### src/hw/asq_pkg.sv
// constants for the aux and limit conversion sequencer
package asq_pkg;
  localparam int unsigned CLK_MHZ = 100;
  // per-step conversion time and totals in microseconds
  localparam int unsigned STEP_FAST_US = 58;
  localparam int unsigned STEP_NORM_US = 145;
  localparam int unsigned STEP_FILT_US = 29818;
  localparam int unsigned AUX_TOT_FAST_US = 1825;
  localparam int unsigned AUX_TOT_NORM_US = 3862;
  localparam int unsigned AUX_TOT_FILT_US = 335498;
  localparam int unsigned CV_TOT_FAST_US = 1328;
  localparam int unsigned CV_TOT_NORM_US = 2753;
  localparam int unsigned CV_TOT_FILT_US = 234899;
  localparam int unsigned SKEW_FIRST_US = 194;
  localparam int unsigned SKEW_SECOND_US = 147;
  // cycle counts
  localparam logic [25:0] STEP_FAST_CYC = 26'(STEP_FAST_US * CLK_MHZ);
  localparam logic [25:0] STEP_NORM_CYC = 26'(STEP_NORM_US * CLK_MHZ);
  localparam logic [25:0] STEP_FILT_CYC = 26'(STEP_FILT_US * CLK_MHZ);
  localparam logic [25:0] AUX_TOT_FAST_CYC = 26'(AUX_TOT_FAST_US * CLK_MHZ);
  localparam logic [25:0] AUX_TOT_NORM_CYC = 26'(AUX_TOT_NORM_US * CLK_MHZ);
  localparam logic [25:0] AUX_TOT_FILT_CYC = 26'(AUX_TOT_FILT_US * CLK_MHZ);
  localparam logic [25:0] CV_TOT_FAST_CYC = 26'(CV_TOT_FAST_US * CLK_MHZ);
  localparam logic [25:0] CV_TOT_NORM_CYC = 26'(CV_TOT_NORM_US * CLK_MHZ);
  localparam logic [25:0] CV_TOT_FILT_CYC = 26'(CV_TOT_FILT_US * CLK_MHZ);
  // register word indices (byte address = 4 * index)
  localparam logic [5:0] IDX_CTRL = 6'h00;
  localparam logic [5:0] IDX_THRESH = 6'h01;
  localparam logic [5:0] IDX_PATH = 6'h02;
  localparam logic [5:0] IDX_ISTAT = 6'h03;
  localparam logic [5:0] IDX_IMASK = 6'h04;
  localparam logic [5:0] IDX_FLAGS = 6'h05;
  localparam logic [5:0] IDX_CELL0 = 6'h10;
  localparam logic [5:0] IDX_AUX0 = 6'h20;
  // command, mode and selection codes
  localparam logic [1:0] CMD_NONE = 2'h0;
  localparam logic [1:0] CMD_AUX = 2'h1;
  localparam logic [1:0] CMD_AUX_RED = 2'h2;
  localparam logic [1:0] CMD_CELL_AUX = 2'h3;
  localparam logic [1:0] MODE_FAST = 2'h0;
  localparam logic [1:0] MODE_NORM = 2'h1;
  localparam logic [1:0] MODE_FILT = 2'h2;
  localparam logic [3:0] SEL_ALL = 4'h0;
  localparam logic [3:0] SEL_REF2 = 4'hA;
  localparam logic [3:0] AUX_REF2_IDX = 4'h9;
  localparam logic [3:0] AUX_ALL_STEPS = 4'hA;
  localparam logic [3:0] CV_STEPS = 4'h7;
  localparam logic [3:0] CV_GPIO1_STEP = 4'h2;
  localparam logic [3:0] CV_GPIO2_STEP = 4'h5;
  localparam int unsigned NCELL = 15;
  localparam int unsigned NAUX = 10;
  localparam int unsigned NCONV = 3;
  localparam int unsigned CELLS_PER_CONV = 5;
  // interrupt status bits
  localparam int unsigned IRQ_DONE = 0;
  localparam int unsigned IRQ_OV = 1;
  localparam int unsigned IRQ_UV = 2;
  localparam int unsigned IRQ_FAULT = 3;
  // reset values and fault code
  localparam logic [31:0] THRESH_RST = 32'h0000_0000;
  localparam logic [1:0] PATH_RST = 2'h3;
  localparam logic [11:0] FAULT_HI = 12'hFF0;
endpackage : asq_pkg

### src/hw/asq_seq.sv
// aux and limit conversion sequencer with wishbone registers
//
// The implementer's own choices: the Wishbone register port and the register addresses.
`timescale 1ns/1ps
`default_nettype none
module asq_seq
  import asq_pkg::*;
#(
  parameter int unsigned US_DIV = 1
)(
  input  wire logic        clk_i,
  input  wire logic        rst_i,
  input  wire logic        ce_i,
  input  wire logic        wb_cyc_i,
  input  wire logic        wb_stb_i,
  input  wire logic        wb_we_i,
  input  wire logic [7:0]  wb_adr_i,
  input  wire logic [3:0]  wb_sel_i,
  input  wire logic [31:0] wb_dat_i,
  output logic      [31:0] wb_dat_o,
  output logic             wb_ack_o,
  output logic             irq_o,
  output logic             busy_o,
  output logic             conv_start_o,
  output logic      [1:0]  conv_cmd_o,
  output logic      [1:0]  conv_mode_o,
  output logic      [3:0]  conv_step_o,
  output logic      [3:0]  conv_aux_o,
  input  wire logic [15:0] conv_res1_i,
  input  wire logic [15:0] conv_res2_i,
  input  wire logic [15:0] conv_res3_i,
  input  wire logic [15:0] conv_red_i
);

  typedef enum logic [1:0] {ST_IDLE, ST_RUN} asq_state_t;

  // cycle counts divided by US_DIV; 1 keeps the real durations
  localparam logic [25:0] STEP_FAST    = 26'(STEP_FAST_CYC / US_DIV);
  localparam logic [25:0] STEP_NORM    = 26'(STEP_NORM_CYC / US_DIV);
  localparam logic [25:0] STEP_FILT    = 26'(STEP_FILT_CYC / US_DIV);
  localparam logic [25:0] AUX_TOT_FAST = 26'(AUX_TOT_FAST_CYC / US_DIV);
  localparam logic [25:0] AUX_TOT_NORM = 26'(AUX_TOT_NORM_CYC / US_DIV);
  localparam logic [25:0] AUX_TOT_FILT = 26'(AUX_TOT_FILT_CYC / US_DIV);
  localparam logic [25:0] CV_TOT_FAST  = 26'(CV_TOT_FAST_CYC / US_DIV);
  localparam logic [25:0] CV_TOT_NORM  = 26'(CV_TOT_NORM_CYC / US_DIV);
  localparam logic [25:0] CV_TOT_FILT  = 26'(CV_TOT_FILT_CYC / US_DIV);

  asq_state_t  state;
  logic [1:0]  cmd;
  logic [1:0]  mode;
  logic [3:0]  sel;
  logic [3:0]  step;
  logic [25:0] step_cnt;
  logic [25:0] tot_cnt;
  logic [31:0] thresh;
  logic [1:0]  path_sel;
  logic [3:0]  istat;
  logic [3:0]  imask;
  logic [14:0] uv_flags;
  logic [14:0] ov_flags;
  logic [14:0] stg_uv;
  logic [14:0] stg_ov;
  logic        stg_fault;
  logic [15:0] cell_res [NCELL];
  logic [15:0] aux_res  [NAUX];
  logic [15:0] stg_cell [NCELL];
  logic [15:0] stg_aux  [NAUX];
  logic [15:0] conv_res [NCONV];

  logic        wb_req;
  logic        wb_wr;
  logic [5:0]  widx;
  logic [31:0] wmask;
  logic        start;
  logic [25:0] step_len;
  logic [25:0] tot_len;
  logic [3:0]  nsteps;
  logic        step_end;
  logic        seq_end;
  logic [3:0]  aux_idx;
  logic [2:0]  cv_slot;
  logic        red_on;
  logic [15:0] aux_val;
  logic [3:0]  mism;
  logic [3:0]  next_istat;

  assign conv_res[0] = conv_res1_i;
  assign conv_res[1] = conv_res2_i;
  assign conv_res[2] = conv_res3_i;

  // bus decode
  assign wb_req = wb_cyc_i & wb_stb_i & ~wb_ack_o;
  assign wb_wr  = wb_req & wb_we_i;
  assign widx   = wb_adr_i[7:2];
  assign wmask  = {{8{wb_sel_i[3]}}, {8{wb_sel_i[2]}}, {8{wb_sel_i[1]}}, {8{wb_sel_i[0]}}};

  // command accepted only when idle with a legal mode and selection
  assign start = wb_wr & (widx == IDX_CTRL) & wb_sel_i[0] & (state == ST_IDLE)
               & (wb_dat_i[1:0] != CMD_NONE) & (wb_dat_i[3:2] != 2'h3)
               & (wb_dat_i[7:4] <= SEL_REF2);

  // timing per mode; both aux variants share one table
  always_comb
  begin
    case (mode)
      MODE_FAST:
      begin
        step_len = STEP_FAST;
        tot_len  = (cmd == CMD_CELL_AUX) ? CV_TOT_FAST : AUX_TOT_FAST;
      end
      MODE_NORM:
      begin
        step_len = STEP_NORM;
        tot_len  = (cmd == CMD_CELL_AUX) ? CV_TOT_NORM : AUX_TOT_NORM;
      end
      default:
      begin
        step_len = STEP_FILT;
        tot_len  = (cmd == CMD_CELL_AUX) ? CV_TOT_FILT : AUX_TOT_FILT;
      end
    endcase
  end

  // number of conversion steps in this command
  always_comb
  begin
    if (cmd == CMD_CELL_AUX)
      nsteps = CV_STEPS;
    else if (sel == SEL_ALL)
      nsteps = AUX_ALL_STEPS;
    else
      nsteps = 4'h1;
  end

  assign step_end = (state == ST_RUN) & (step_cnt == step_len - 26'h1) & (step < nsteps);
  assign seq_end  = (state == ST_RUN) & (tot_cnt == tot_len - 26'h1);

  // aux slot of the current step: gpio1..5, ref2, gpio6..9
  always_comb
  begin
    if (sel != SEL_ALL)
      aux_idx = sel - 4'h1;
    else if (step < 4'h5)
      aux_idx = step;
    else if (step == 4'h5)
      aux_idx = AUX_REF2_IDX;
    else
      aux_idx = step - 4'h1;
  end

  // combined schedule: gpio steps sit between cell steps to keep skew short
  always_comb
  begin
    case (step)
      4'h0: cv_slot = 3'h0;
      4'h1: cv_slot = 3'h1;
      4'h3: cv_slot = 3'h2;
      4'h4: cv_slot = 3'h3;
      4'h6: cv_slot = 3'h4;
      default: cv_slot = 3'h7;
    endcase
  end

  // redundant check of the first converter result
  assign red_on = (cmd == CMD_AUX_RED) & (path_sel <= 2'h1);
  generate
    for (genvar n = 0; n < 4; n++)
    begin : g_nib
      assign mism[n] = red_on & (conv_res1_i[4*n+3:4*n] != conv_red_i[4*n+3:4*n]);
    end
  endgenerate
  assign aux_val = (|mism) ? {FAULT_HI, mism} : conv_res1_i;

  // sequencer state and counters
  always_ff @(posedge clk_i)
  begin
    if (rst_i)
    begin
      state    <= ST_IDLE;
      cmd      <= CMD_NONE;
      mode     <= MODE_FAST;
      sel      <= SEL_ALL;
      step     <= 4'h0;
      step_cnt <= 26'h0;
      tot_cnt  <= 26'h0;
    end
    else if (ce_i)
    begin
      case (state)
        ST_IDLE:
        begin
          if (start)
          begin
            state    <= ST_RUN;
            cmd      <= wb_dat_i[1:0];
            mode     <= wb_dat_i[3:2];
            sel      <= wb_dat_i[7:4];
            step     <= 4'h0;
            step_cnt <= 26'h0;
            tot_cnt  <= 26'h0;
          end
        end
        ST_RUN:
        begin
          tot_cnt <= tot_cnt + 26'h1;
          if (seq_end)
            state <= ST_IDLE;
          if (step_end)
          begin
            step     <= step + 4'h1;
            step_cnt <= 26'h0;
          end
          else
            step_cnt <= step_cnt + 26'h1;
        end
        default: state <= ST_IDLE;
      endcase
    end
  end

  // staging of results and limit flags at each step end
  always_ff @(posedge clk_i)
  begin
    if (rst_i)
    begin
      stg_uv    <= 15'h0000;
      stg_ov    <= 15'h0000;
      stg_fault <= 1'b0;
      for (int i = 0; i < NCELL; i++)
        stg_cell[i] <= 16'h0000;
      for (int i = 0; i < NAUX; i++)
        stg_aux[i] <= 16'h0000;
    end
    else if (ce_i)
    begin
      if (start)
        stg_fault <= 1'b0;
      else if (step_end && cmd != CMD_CELL_AUX)
      begin
        stg_aux[aux_idx] <= aux_val;
        if (|mism)
          stg_fault <= 1'b1;
      end
      else if (step_end && cv_slot == 3'h7)
        stg_aux[(step == CV_GPIO1_STEP) ? 0 : 1] <= conv_res1_i;
      else if (step_end)
      begin
        for (int c = 0; c < NCONV; c++)
        begin
          stg_cell[c*CELLS_PER_CONV + cv_slot] <= conv_res[c];
          stg_ov[c*CELLS_PER_CONV + cv_slot] <= conv_res[c] > thresh[31:16];
          stg_uv[c*CELLS_PER_CONV + cv_slot] <= conv_res[c] < thresh[15:0];
        end
      end
    end
  end

  // commit staged results at sequence end; limit flags only after a combined command
  always_ff @(posedge clk_i)
  begin
    if (rst_i)
    begin
      uv_flags <= 15'h0000;
      ov_flags <= 15'h0000;
      for (int i = 0; i < NCELL; i++)
        cell_res[i] <= 16'h0000;
      for (int i = 0; i < NAUX; i++)
        aux_res[i] <= 16'h0000;
    end
    else if (ce_i && seq_end)
    begin
      cell_res <= stg_cell;
      aux_res  <= stg_aux;
      if (cmd == CMD_CELL_AUX)
      begin
        uv_flags <= stg_uv;
        ov_flags <= stg_ov;
      end
    end
  end

  // software registers
  always_ff @(posedge clk_i)
  begin
    if (rst_i)
    begin
      thresh   <= THRESH_RST;
      path_sel <= PATH_RST;
      imask    <= 4'h0;
    end
    else if (ce_i && wb_wr)
    begin
      if (widx == IDX_THRESH)
        thresh <= (thresh & ~wmask) | (wb_dat_i & wmask);
      if (widx == IDX_PATH && wb_sel_i[0])
        path_sel <= wb_dat_i[1:0];
      if (widx == IDX_IMASK && wb_sel_i[0])
        imask <= wb_dat_i[3:0];
    end
  end

  // sticky interrupt status, write one to clear, set wins
  always_comb
  begin
    next_istat = istat;
    if (wb_wr && widx == IDX_ISTAT && wb_sel_i[0])
      next_istat = next_istat & ~wb_dat_i[3:0];
    if (seq_end)
    begin
      next_istat[IRQ_DONE] = 1'b1;
      if (cmd == CMD_CELL_AUX && |stg_ov)
        next_istat[IRQ_OV] = 1'b1;
      if (cmd == CMD_CELL_AUX && |stg_uv)
        next_istat[IRQ_UV] = 1'b1;
      if (stg_fault)
        next_istat[IRQ_FAULT] = 1'b1;
    end
  end

  always_ff @(posedge clk_i)
  begin
    if (rst_i)
      istat <= 4'h0;
    else if (ce_i)
      istat <= next_istat;
  end

  // wishbone ack and read data
  always_ff @(posedge clk_i)
  begin
    if (rst_i)
    begin
      wb_ack_o <= 1'b0;
      wb_dat_o <= 32'h0000_0000;
    end
    else if (ce_i)
    begin
      wb_ack_o <= wb_req;
      wb_dat_o <= 32'h0000_0000;
      if (wb_req && !wb_we_i)
      begin
        if (widx == IDX_CTRL)
          wb_dat_o <= {(state == ST_RUN), 23'h0, sel, mode, cmd};
        else if (widx == IDX_THRESH)
          wb_dat_o <= thresh;
        else if (widx == IDX_PATH)
          wb_dat_o <= {30'h0, path_sel};
        else if (widx == IDX_ISTAT)
          wb_dat_o <= {28'h0, istat};
        else if (widx == IDX_IMASK)
          wb_dat_o <= {28'h0, imask};
        else if (widx == IDX_FLAGS)
          wb_dat_o <= {1'b0, ov_flags, 1'b0, uv_flags};
        else if (widx >= IDX_CELL0 && widx < IDX_CELL0 + 6'(NCELL))
          wb_dat_o <= {16'h0, cell_res[4'(widx - IDX_CELL0)]};
        else if (widx >= IDX_AUX0 && widx < IDX_AUX0 + 6'(NAUX))
          wb_dat_o <= {16'h0, aux_res[4'(widx - IDX_AUX0)]};
      end
    end
  end

  // converter control outputs
  always_ff @(posedge clk_i)
  begin
    if (rst_i)
    begin
      conv_start_o <= 1'b0;
      conv_step_o  <= 4'h0;
      conv_aux_o   <= 4'h0;
    end
    else if (ce_i)
    begin
      conv_start_o <= (state == ST_RUN) & (step_cnt == 26'h0) & (step < nsteps);
      conv_step_o  <= step;
      conv_aux_o   <= aux_idx;
    end
  end

  assign conv_cmd_o  = cmd;
  assign conv_mode_o = mode;
  assign busy_o      = (state == ST_RUN);
  assign irq_o       = |(istat & imask);

endmodule : asq_seq
`default_nettype wire

### config.mk
export PLATFORM = sky130hd
export DESIGN_NAME = asq_seq
export DESIGN_NICKNAME = d
export VERILOG_FILES = /design/src/hw/asq_pkg.sv /design/src/hw/asq_seq.sv
export SDC_FILE = /design/constraint.sdc
export NUM_CORES = 2
export LEC_CHECK = 0
export BUFFER_PORTS_ARGS = -buffer_cell sky130_fd_sc_hd__buf_2
export CORE_MARGIN = 1.5
export CORE_UTILIZATION = 40
export CTS_CLUSTER_DIAMETER = 40
export CTS_CLUSTER_SIZE = 12
export DETAILED_ROUTE_END_ITERATION = 6
export GPL_TIMING_DRIVEN = 1
export HOLD_SLACK_MARGIN = 0.05
export PLACE_DENSITY = 0.59
export SYNTH_ARGS = -nofsm -noshare
export SYNTH_HDL_FRONTEND = slang
export SYNTH_SLANG_ARGS = --single-unit
### constraint.sdc
create_clock -name clk_i -period 5.7 [get_ports clk_i]
set_input_delay 0.855 -clock clk_i [delete_from_list [all_inputs] [get_ports clk_i]]
set_output_delay 0.855 -clock clk_i [all_outputs]
set_load 0.05 [all_outputs]
Yosys cells after proc, flatten, opt, wreduce, memory -nomap -nowiden --
Index checks and enable logic that the tools add are counted. Widths: inputs -> output; s select.
Storage, ports and cells: bits in registers 1011, bits of input ports 114, output and inout bits 48, word-level logic and storage cells 305
Operators by class: $add $sub $neg 11, magnitude comparators 32, equal/unequal tests 27, mux-type cells 75, bitwise gates (word level) 37, reduce and logical (&&, ||, !) cells 51
Operators by type and width (number):
- $bwmux 240 | 3
- $bwmux 160 | 2
- $demux 16 s4 | 5
- $mux 160 | 2
- $mux 16 | 13
- $bmux 16 s4 | 2
- $mux 31 | 4
- $pmux 26 s2 | 2
- $ge 33x5->1 const B | 3
- $lt 33x1->1 const B | 3
- $mux 32 | 3
- $bwmux 15 | 6
- $not 32->33 | 2
- $and 32x32->32 | 2
- $add 26x1->26 const B | 2
- $eq 26x26->1 | 2
- $mux 26 | 2
- $sub 26x1->26 const B | 2
- $pmux 25 s2 | 1
- $gt 16x16->1 | 3
- $lt 16x16->1 | 3
- $pmux 22 s2 | 1
- $mux 4 | 9
- $not 3->33 | 1
- other kinds (65) | 155

Longest topological paths before layout --
depth in word-level cells 14, depth in mapped cells 18, mapped depth without buffers 14

Worst setup path before layout --
Ideal clock, no wire load.
path kind register to register, from register cmd[0], in the netlist conv_cmd_o[0], to register cell_res[187] in the netlist's numbering, library setup time 0.132 ns, data arrival time 3.982 ns, required time 5.568 ns, path slack 1.586 ns, stages on the path, launching flop included 17, path buffers 6, clock period less this slack 4.114 ns, cells stage by stage dfxtp_1 > and2_1 > buf_2 > buf_1 > clkbuf_1 > xnor2_1 > ha_1 > xnor2_1 > or4b_1 > a221oi_2 > nand4_1 > or4_1 > buf_2 > buf_6 > buf_6 > nand2_1 > a21oi_1
Between the ends: cells in the longest elaborated chain, start to end 7, elaborated cells between the ends (all ways) 9, those cells by class add/sub: 1; eq/ne: 2; mux: 4; bitwise: 1; reduce/logical: 1
Ends and longest elaborated chain:
- from (decl) | RTL line asq_seq.sv:49 | logic [1:0] cmd;
- from (signal assigned) | RTL line asq_seq.sv:195 | cmd <= wb_dat_i[1:0];
- $eq 2x2->1 (*) | RTL line asq_seq.sv:109, asq_seq.sv:114, asq_seq.sv:119
- $mux 24, or another cell as far along | RTL line asq_seq.sv:119 | tot_len = (cmd == CMD_CELL_AUX) ? CV_TOT_FILT : AUX_TOT_FILT;
- $pmux 25 s2 (*) | RTL line asq_seq.sv:105 | case (mode)
- $sub 26x1->26 (*) | RTL line asq_seq.sv:136 | assign seq_end = (state == ST_RUN) & (tot_cnt == tot_len - 26'h1);
- $eq 26x26->1 (*) | RTL line asq_seq.sv:136
- $and 1x1->1 (*) | RTL line asq_seq.sv:136
- $logic_and 1x1->1 (*) | RTL line asq_seq.sv:270 | else if (ce_i && seq_end)
- to (signal assigned) | RTL line asq_seq.sv:272 | cell_res <= stg_cell;
- to (decl) | RTL line asq_seq.sv:64 | logic [15:0] cell_res [NCELL];
Every way passes the cells marked *; elsewhere a longest branch is shown, timed or not. A chain may end at the register's enable or synchronous reset.

Worst setup path in the final report --
from register step[0], to register stg_cell[56] in the netlist's numbering
Between the ends: cells in the longest elaborated chain, start to end 10, elaborated cells between the ends (all ways) 37, those cells by class add/sub: 2; order compare: 7; eq/ne: 5; mux: 10; bitwise: 6; reduce/logical: 7
Ends and longest elaborated chain:
- from (decl) | RTL line asq_seq.sv:52 | logic [3:0] step;
- from (signal assigned) | RTL line asq_seq.sv:210 | step <= step + 4'h1;
- $eq 4x3->1, or another cell as far along | RTL line asq_seq.sv:154 | case (step)
- $pmux 3 s5 | RTL line asq_seq.sv:154
- $add 3x3->4 or $not 3->33 (tied branches) | RTL line asq_seq.sv:250 | stg_cell[c*CELLS_PER_CONV + cv_slot] <= conv_res[c];
- $not 32->33 (not written as such), or another cell as far along | RTL line asq_seq.sv:250
- $ge 33x5->1 (not written as such), or another cell as far along | RTL line asq_seq.sv:250
- $logic_and 1x1->1 (not written as such) or $mux 16 (tied branches) | RTL line asq_seq.sv:250
- $mux 16 (not written as such) or $demux 16 s4 (tied branches) | RTL line asq_seq.sv:250
- $demux 16 s4 or $bwmux 240 (tied branches) | RTL line asq_seq.sv:250
- $bwmux 240 (2 in series) | RTL line asq_seq.sv:250
- to (signal, indexed assignment) | RTL line asq_seq.sv:250
- to (decl) | RTL line asq_seq.sv:66 | logic [15:0] stg_cell [NCELL];
Several ways; a longest one is shown, not always the timed one.

==> out/qor.txt <==
status -> complete, no violations
Cell Rows -> 126
clk_lat worst skew -> 0.77 ns
Nets -> 5,820
Main synth FF type -> dfxtp_1
Worst R2R Setup Slack -> 0.84 ns
Post-Synth Simple-Gate Area -> 21.3%
CTS clk-pin slew, worst paths -> 0.06 ns
I/O pins -> 162
Final min period -> 4.86 ns
area of the multi-input gates -> 24,700 um^2
post-CTS setup repair buffer count -> 0
CP max stage delay -> 0.89 ns
final worst setup slack -> 0.838 ns
drt drc -> 0
P per Cell Area -> 326 nW/um^2
full die area -> 120,000 um^2
critical path startpoint category -> flip-flop
worst setup path category -> reg2reg
Mapped Area -> 47,300 um^2
max-slew violations -> 0
Worst Skew -> 0.0322 ns
leak pwr -> 18.8 nW
H-tree depth -> 4
initial antenna violation count -> 9
routed len/inst -> 23.3 um
Critical R2R Launch -> step[0]
final wirelength -> 169,000 um
register area share after synthesis -> 42.7%
mux cell area share after synthesis -> 7.70%
worst hold path class -> in2reg
Clock Tree Buf Depth -> 3
Critical-path top delay cell -> nand2_1
Post-synth ARST share -> 0%
Num CTS Buffers -> 150
post-synthesis adder-cell area fraction -> 2.91%
CTS tree -> yes
# clock sinks -> 1,010
Cells on Worst Hold Path -> 3
Pre-antenna DRT Iters -> 6
Final GP Congestion -> 0.945
Max FO, Critical Path -> 18
distinct cell type count after synthesis -> 88
pin count of the biggest net entering global routing -> 228
Sequential Area -> 20,200 um^2
final setup violation count -> 0
GRT Util Overall -> 27.3%
worst slew pin tran -> 1.30 ns
worst reg2reg path endpoint -> stg_cell[56]
Slew HR -> 13.1%
first-pass GRT wire length -> 251,000 um
number of I/O port buffers -> 159
syn avg cell area -> 8.42 um^2
PostCTS Resize Cnt -> 0
Via density -> 5.74
Initial Util -> 40.2%
number of enable flip-flop cells after synthesis -> 0
clock tree root driver cell -> clkbuf_16
Period Utilization, post-route -> 85.3%
Final TNS setup -> 0 ns
Crit path max-delay family -> simple AND/OR/NAND/NOR gates
Post-Synthesis Cells -> 5,618
total number of vias -> 41.7k
layout cells sized above 1 -> 17.1%
Core Area -> 118,000 um^2
worst hold start -> wb_dat_i[16]
cts hold-fix bufs -> 0
Yosys top cell area share -> 42.7%
xor and xnor area share after synthesis -> 1.30%
critical path cell sequence -> inv_1 -> ha_1 -> nand4bb_1 -> o21ai_1 -> inv_1 -> ha_1 -> nor3_1 -> and4b_1 -> nand2_1 -> nand2_1 -> a21oi_1
Remaining Overflow, GRT -> 0
FF+latch count, synth -> 1,010
Max VDD drop -> 0.196 mV
worst slack, placed -> 1.03 ns
largest family of logic cells by synthesized area -> simple AND/OR/NAND/NOR gates
vias in the first global route -> 38.6k
Synth Warn # -> 0
Bufs and invs on worst path -> 2
worst reg2reg path depth -> 11
synth top area cells -> dfxtp_1, nand2_1, a21oi_1, mux4_2, a22o_1
Fin. Hold Viols -> 0
Highest Clock Rate -> 0.206 GHz
RSZ-0062 raised after global routing -> no
starting DRC count in detailed routing -> 4,261
Filler Cell Count -> 11.4k
die width -> 347 um
post-DP HPWL -> 109,000 um
syn_nets -> 5,842
compound-gate portion of the synthesized area -> 18.7%
Arrival @ worst endpoint -> 5.44 ns
Syn-to-layout area delta -> 15.1%
max cap viols -> 0
antenna violation net count after detailed routing -> 0
final core occ -> 46.3%
Die H -> 347 um
cell taking the most area after synthesis -> dfxtp_1
Setup crit end kind -> flip-flop
Critical Path RT -> 6.27 ns
-- metal layers --
layer,wire [um],vias up,global-route usage [%]
li1,-,19500,-
met1,72000,20200,36.7
met2,75300,1624,42.2
met3,13800,366,5.34
met4,7810,10,12.6
met5,60,-,0
-- area by class of cell --
type                            count  share of cell area, %
Inverter                           71                  0.489
Tap cell                         1536                   3.53
Clock buffer                      183                   7.59
Sequential cell                  1010                   37.1
Antenna cell                        4                 0.0184
Clock inverter                     91                   2.45
Timing Repair Buffer              280                   3.54
Multi-Input combinational cell   4083                   45.3
-- report_power, final --
group	total [mW]	internal, mW	switching (mW)
registers	7.07	7.07	0.00187
logic	0.697	0.172	0.524
clock network	10.0	6.40	3.62
-- worst register-to-register path, cell delays in order (launching register included) --
cell       delay (ns)
dfxtp_1          0.54
inv_1            0.16
ha_1             0.41
nand4bb_1        0.39
o21ai_1          0.52
inv_1            0.15
ha_1             0.30
nor3_1           0.21
and4b_1          0.68
nand2_1          0.90
nand2_1          0.33
a21oi_1          0.10
-- placed cells by master, fill, tap and decap left out, types with 15 or more instances in the layout --
master         n
inv_1         67
a22oi_1       40
dfxtp_1     1010
mux4_2        88
o22ai_1       29
bufinv_16     26
o2bb2ai_1     18
a221oi_1      18
a22o_1       217
xor2_1        45
nor3_1        36
ha_1         110
nand4_1       35
nand3_1      101
a21oi_1      810
a31oi_1       16
o21ai_1       31
nand2b_1      61
a211oi_1      51
xnor2_1       25
clkbuf_16    154
nor2b_1       32
buf_12        16
nor2_1       287
clkbuf_8      18
and2_1        16
buf_4        105
clkinv_2      16
buf_2        156
o21ai_0       99
and3_1        19
nand2_1     1216
nor4_1        28
mux2i_1      164
nand2_2      280
clkinvlp_4    15
and4_1        18
-- worst max-delay path by stage --
| stage | start | to | slack [ns] | cells after the start |
|---|---|---|---|---|
| final | step[0] | stg_cell[56] | 0.84 | 11 |
| after floorplan | conv_cmd_o[0] | cell_res[187] | 1.59 | 16 |
| after global placement | step[0] | stg_ov[5] | 1.14 | 14 |
| after detailed placement | step[0] | stg_cell[56] | 1.03 | 11 |
| after CTS | step[0] | stg_cell[56] | 1.00 | 11 |
| after global routing | step[0] | stg_cell[58] | 0.68 | 11 |
-- synthesized netlist by cell type, types with 25 or more instances --
cell / n
a22o_1: 217
a21oi_1: 810
mux4_2: 88
nand2_2: 280
xnor2_1: 25
nor3_1: 41
a211oi_1: 51
ha_1: 110
nand4_1: 35
nor4_1: 29
nor2b_1: 32
nor2_1: 287
nand2b_1: 61
dfxtp_1: 1010
mux2i_1: 164
clkbuf_1: 248
buf_2: 136
o21ai_0: 99
o22ai_1: 29
nand3_1: 101
nand2_1: 1216
o21ai_1: 35
a22oi_1: 40
buf_6: 45
xor2_1: 45
inv_1: 67
-- sequential cells by signal, indices dropped and copies added, names as in the netlist, 26 cells and up, named ones only --
register and count:
aux_res 160, cell_res 240, step_cnt 26, stg_aux 160, stg_cell 240, tot_cnt 26, wb_dat_o 32
-- through the flow --
step	power [mW]	cells	area, um^2	hold slack [ns]
after floorplan	7.58	5618	47300	0.415
after global placement	7.89	6980	49000	0.427
after detailed placement	7.90	6980	49000	0.431
after CTS	17.9	7254	54500	0.312
after global routing	18.2	7254	54500	0.339
final	17.8	7258	54500	0.345
-- kinds of logic after synthesis --
group | Yosys count
flops | 1010
buf+inv | 525
mux | 254
xor+xnor | 70
simple gates | 2210
fa+ha+maj | 110
compound gates | 1439
(Power assumes the default switching activity.)
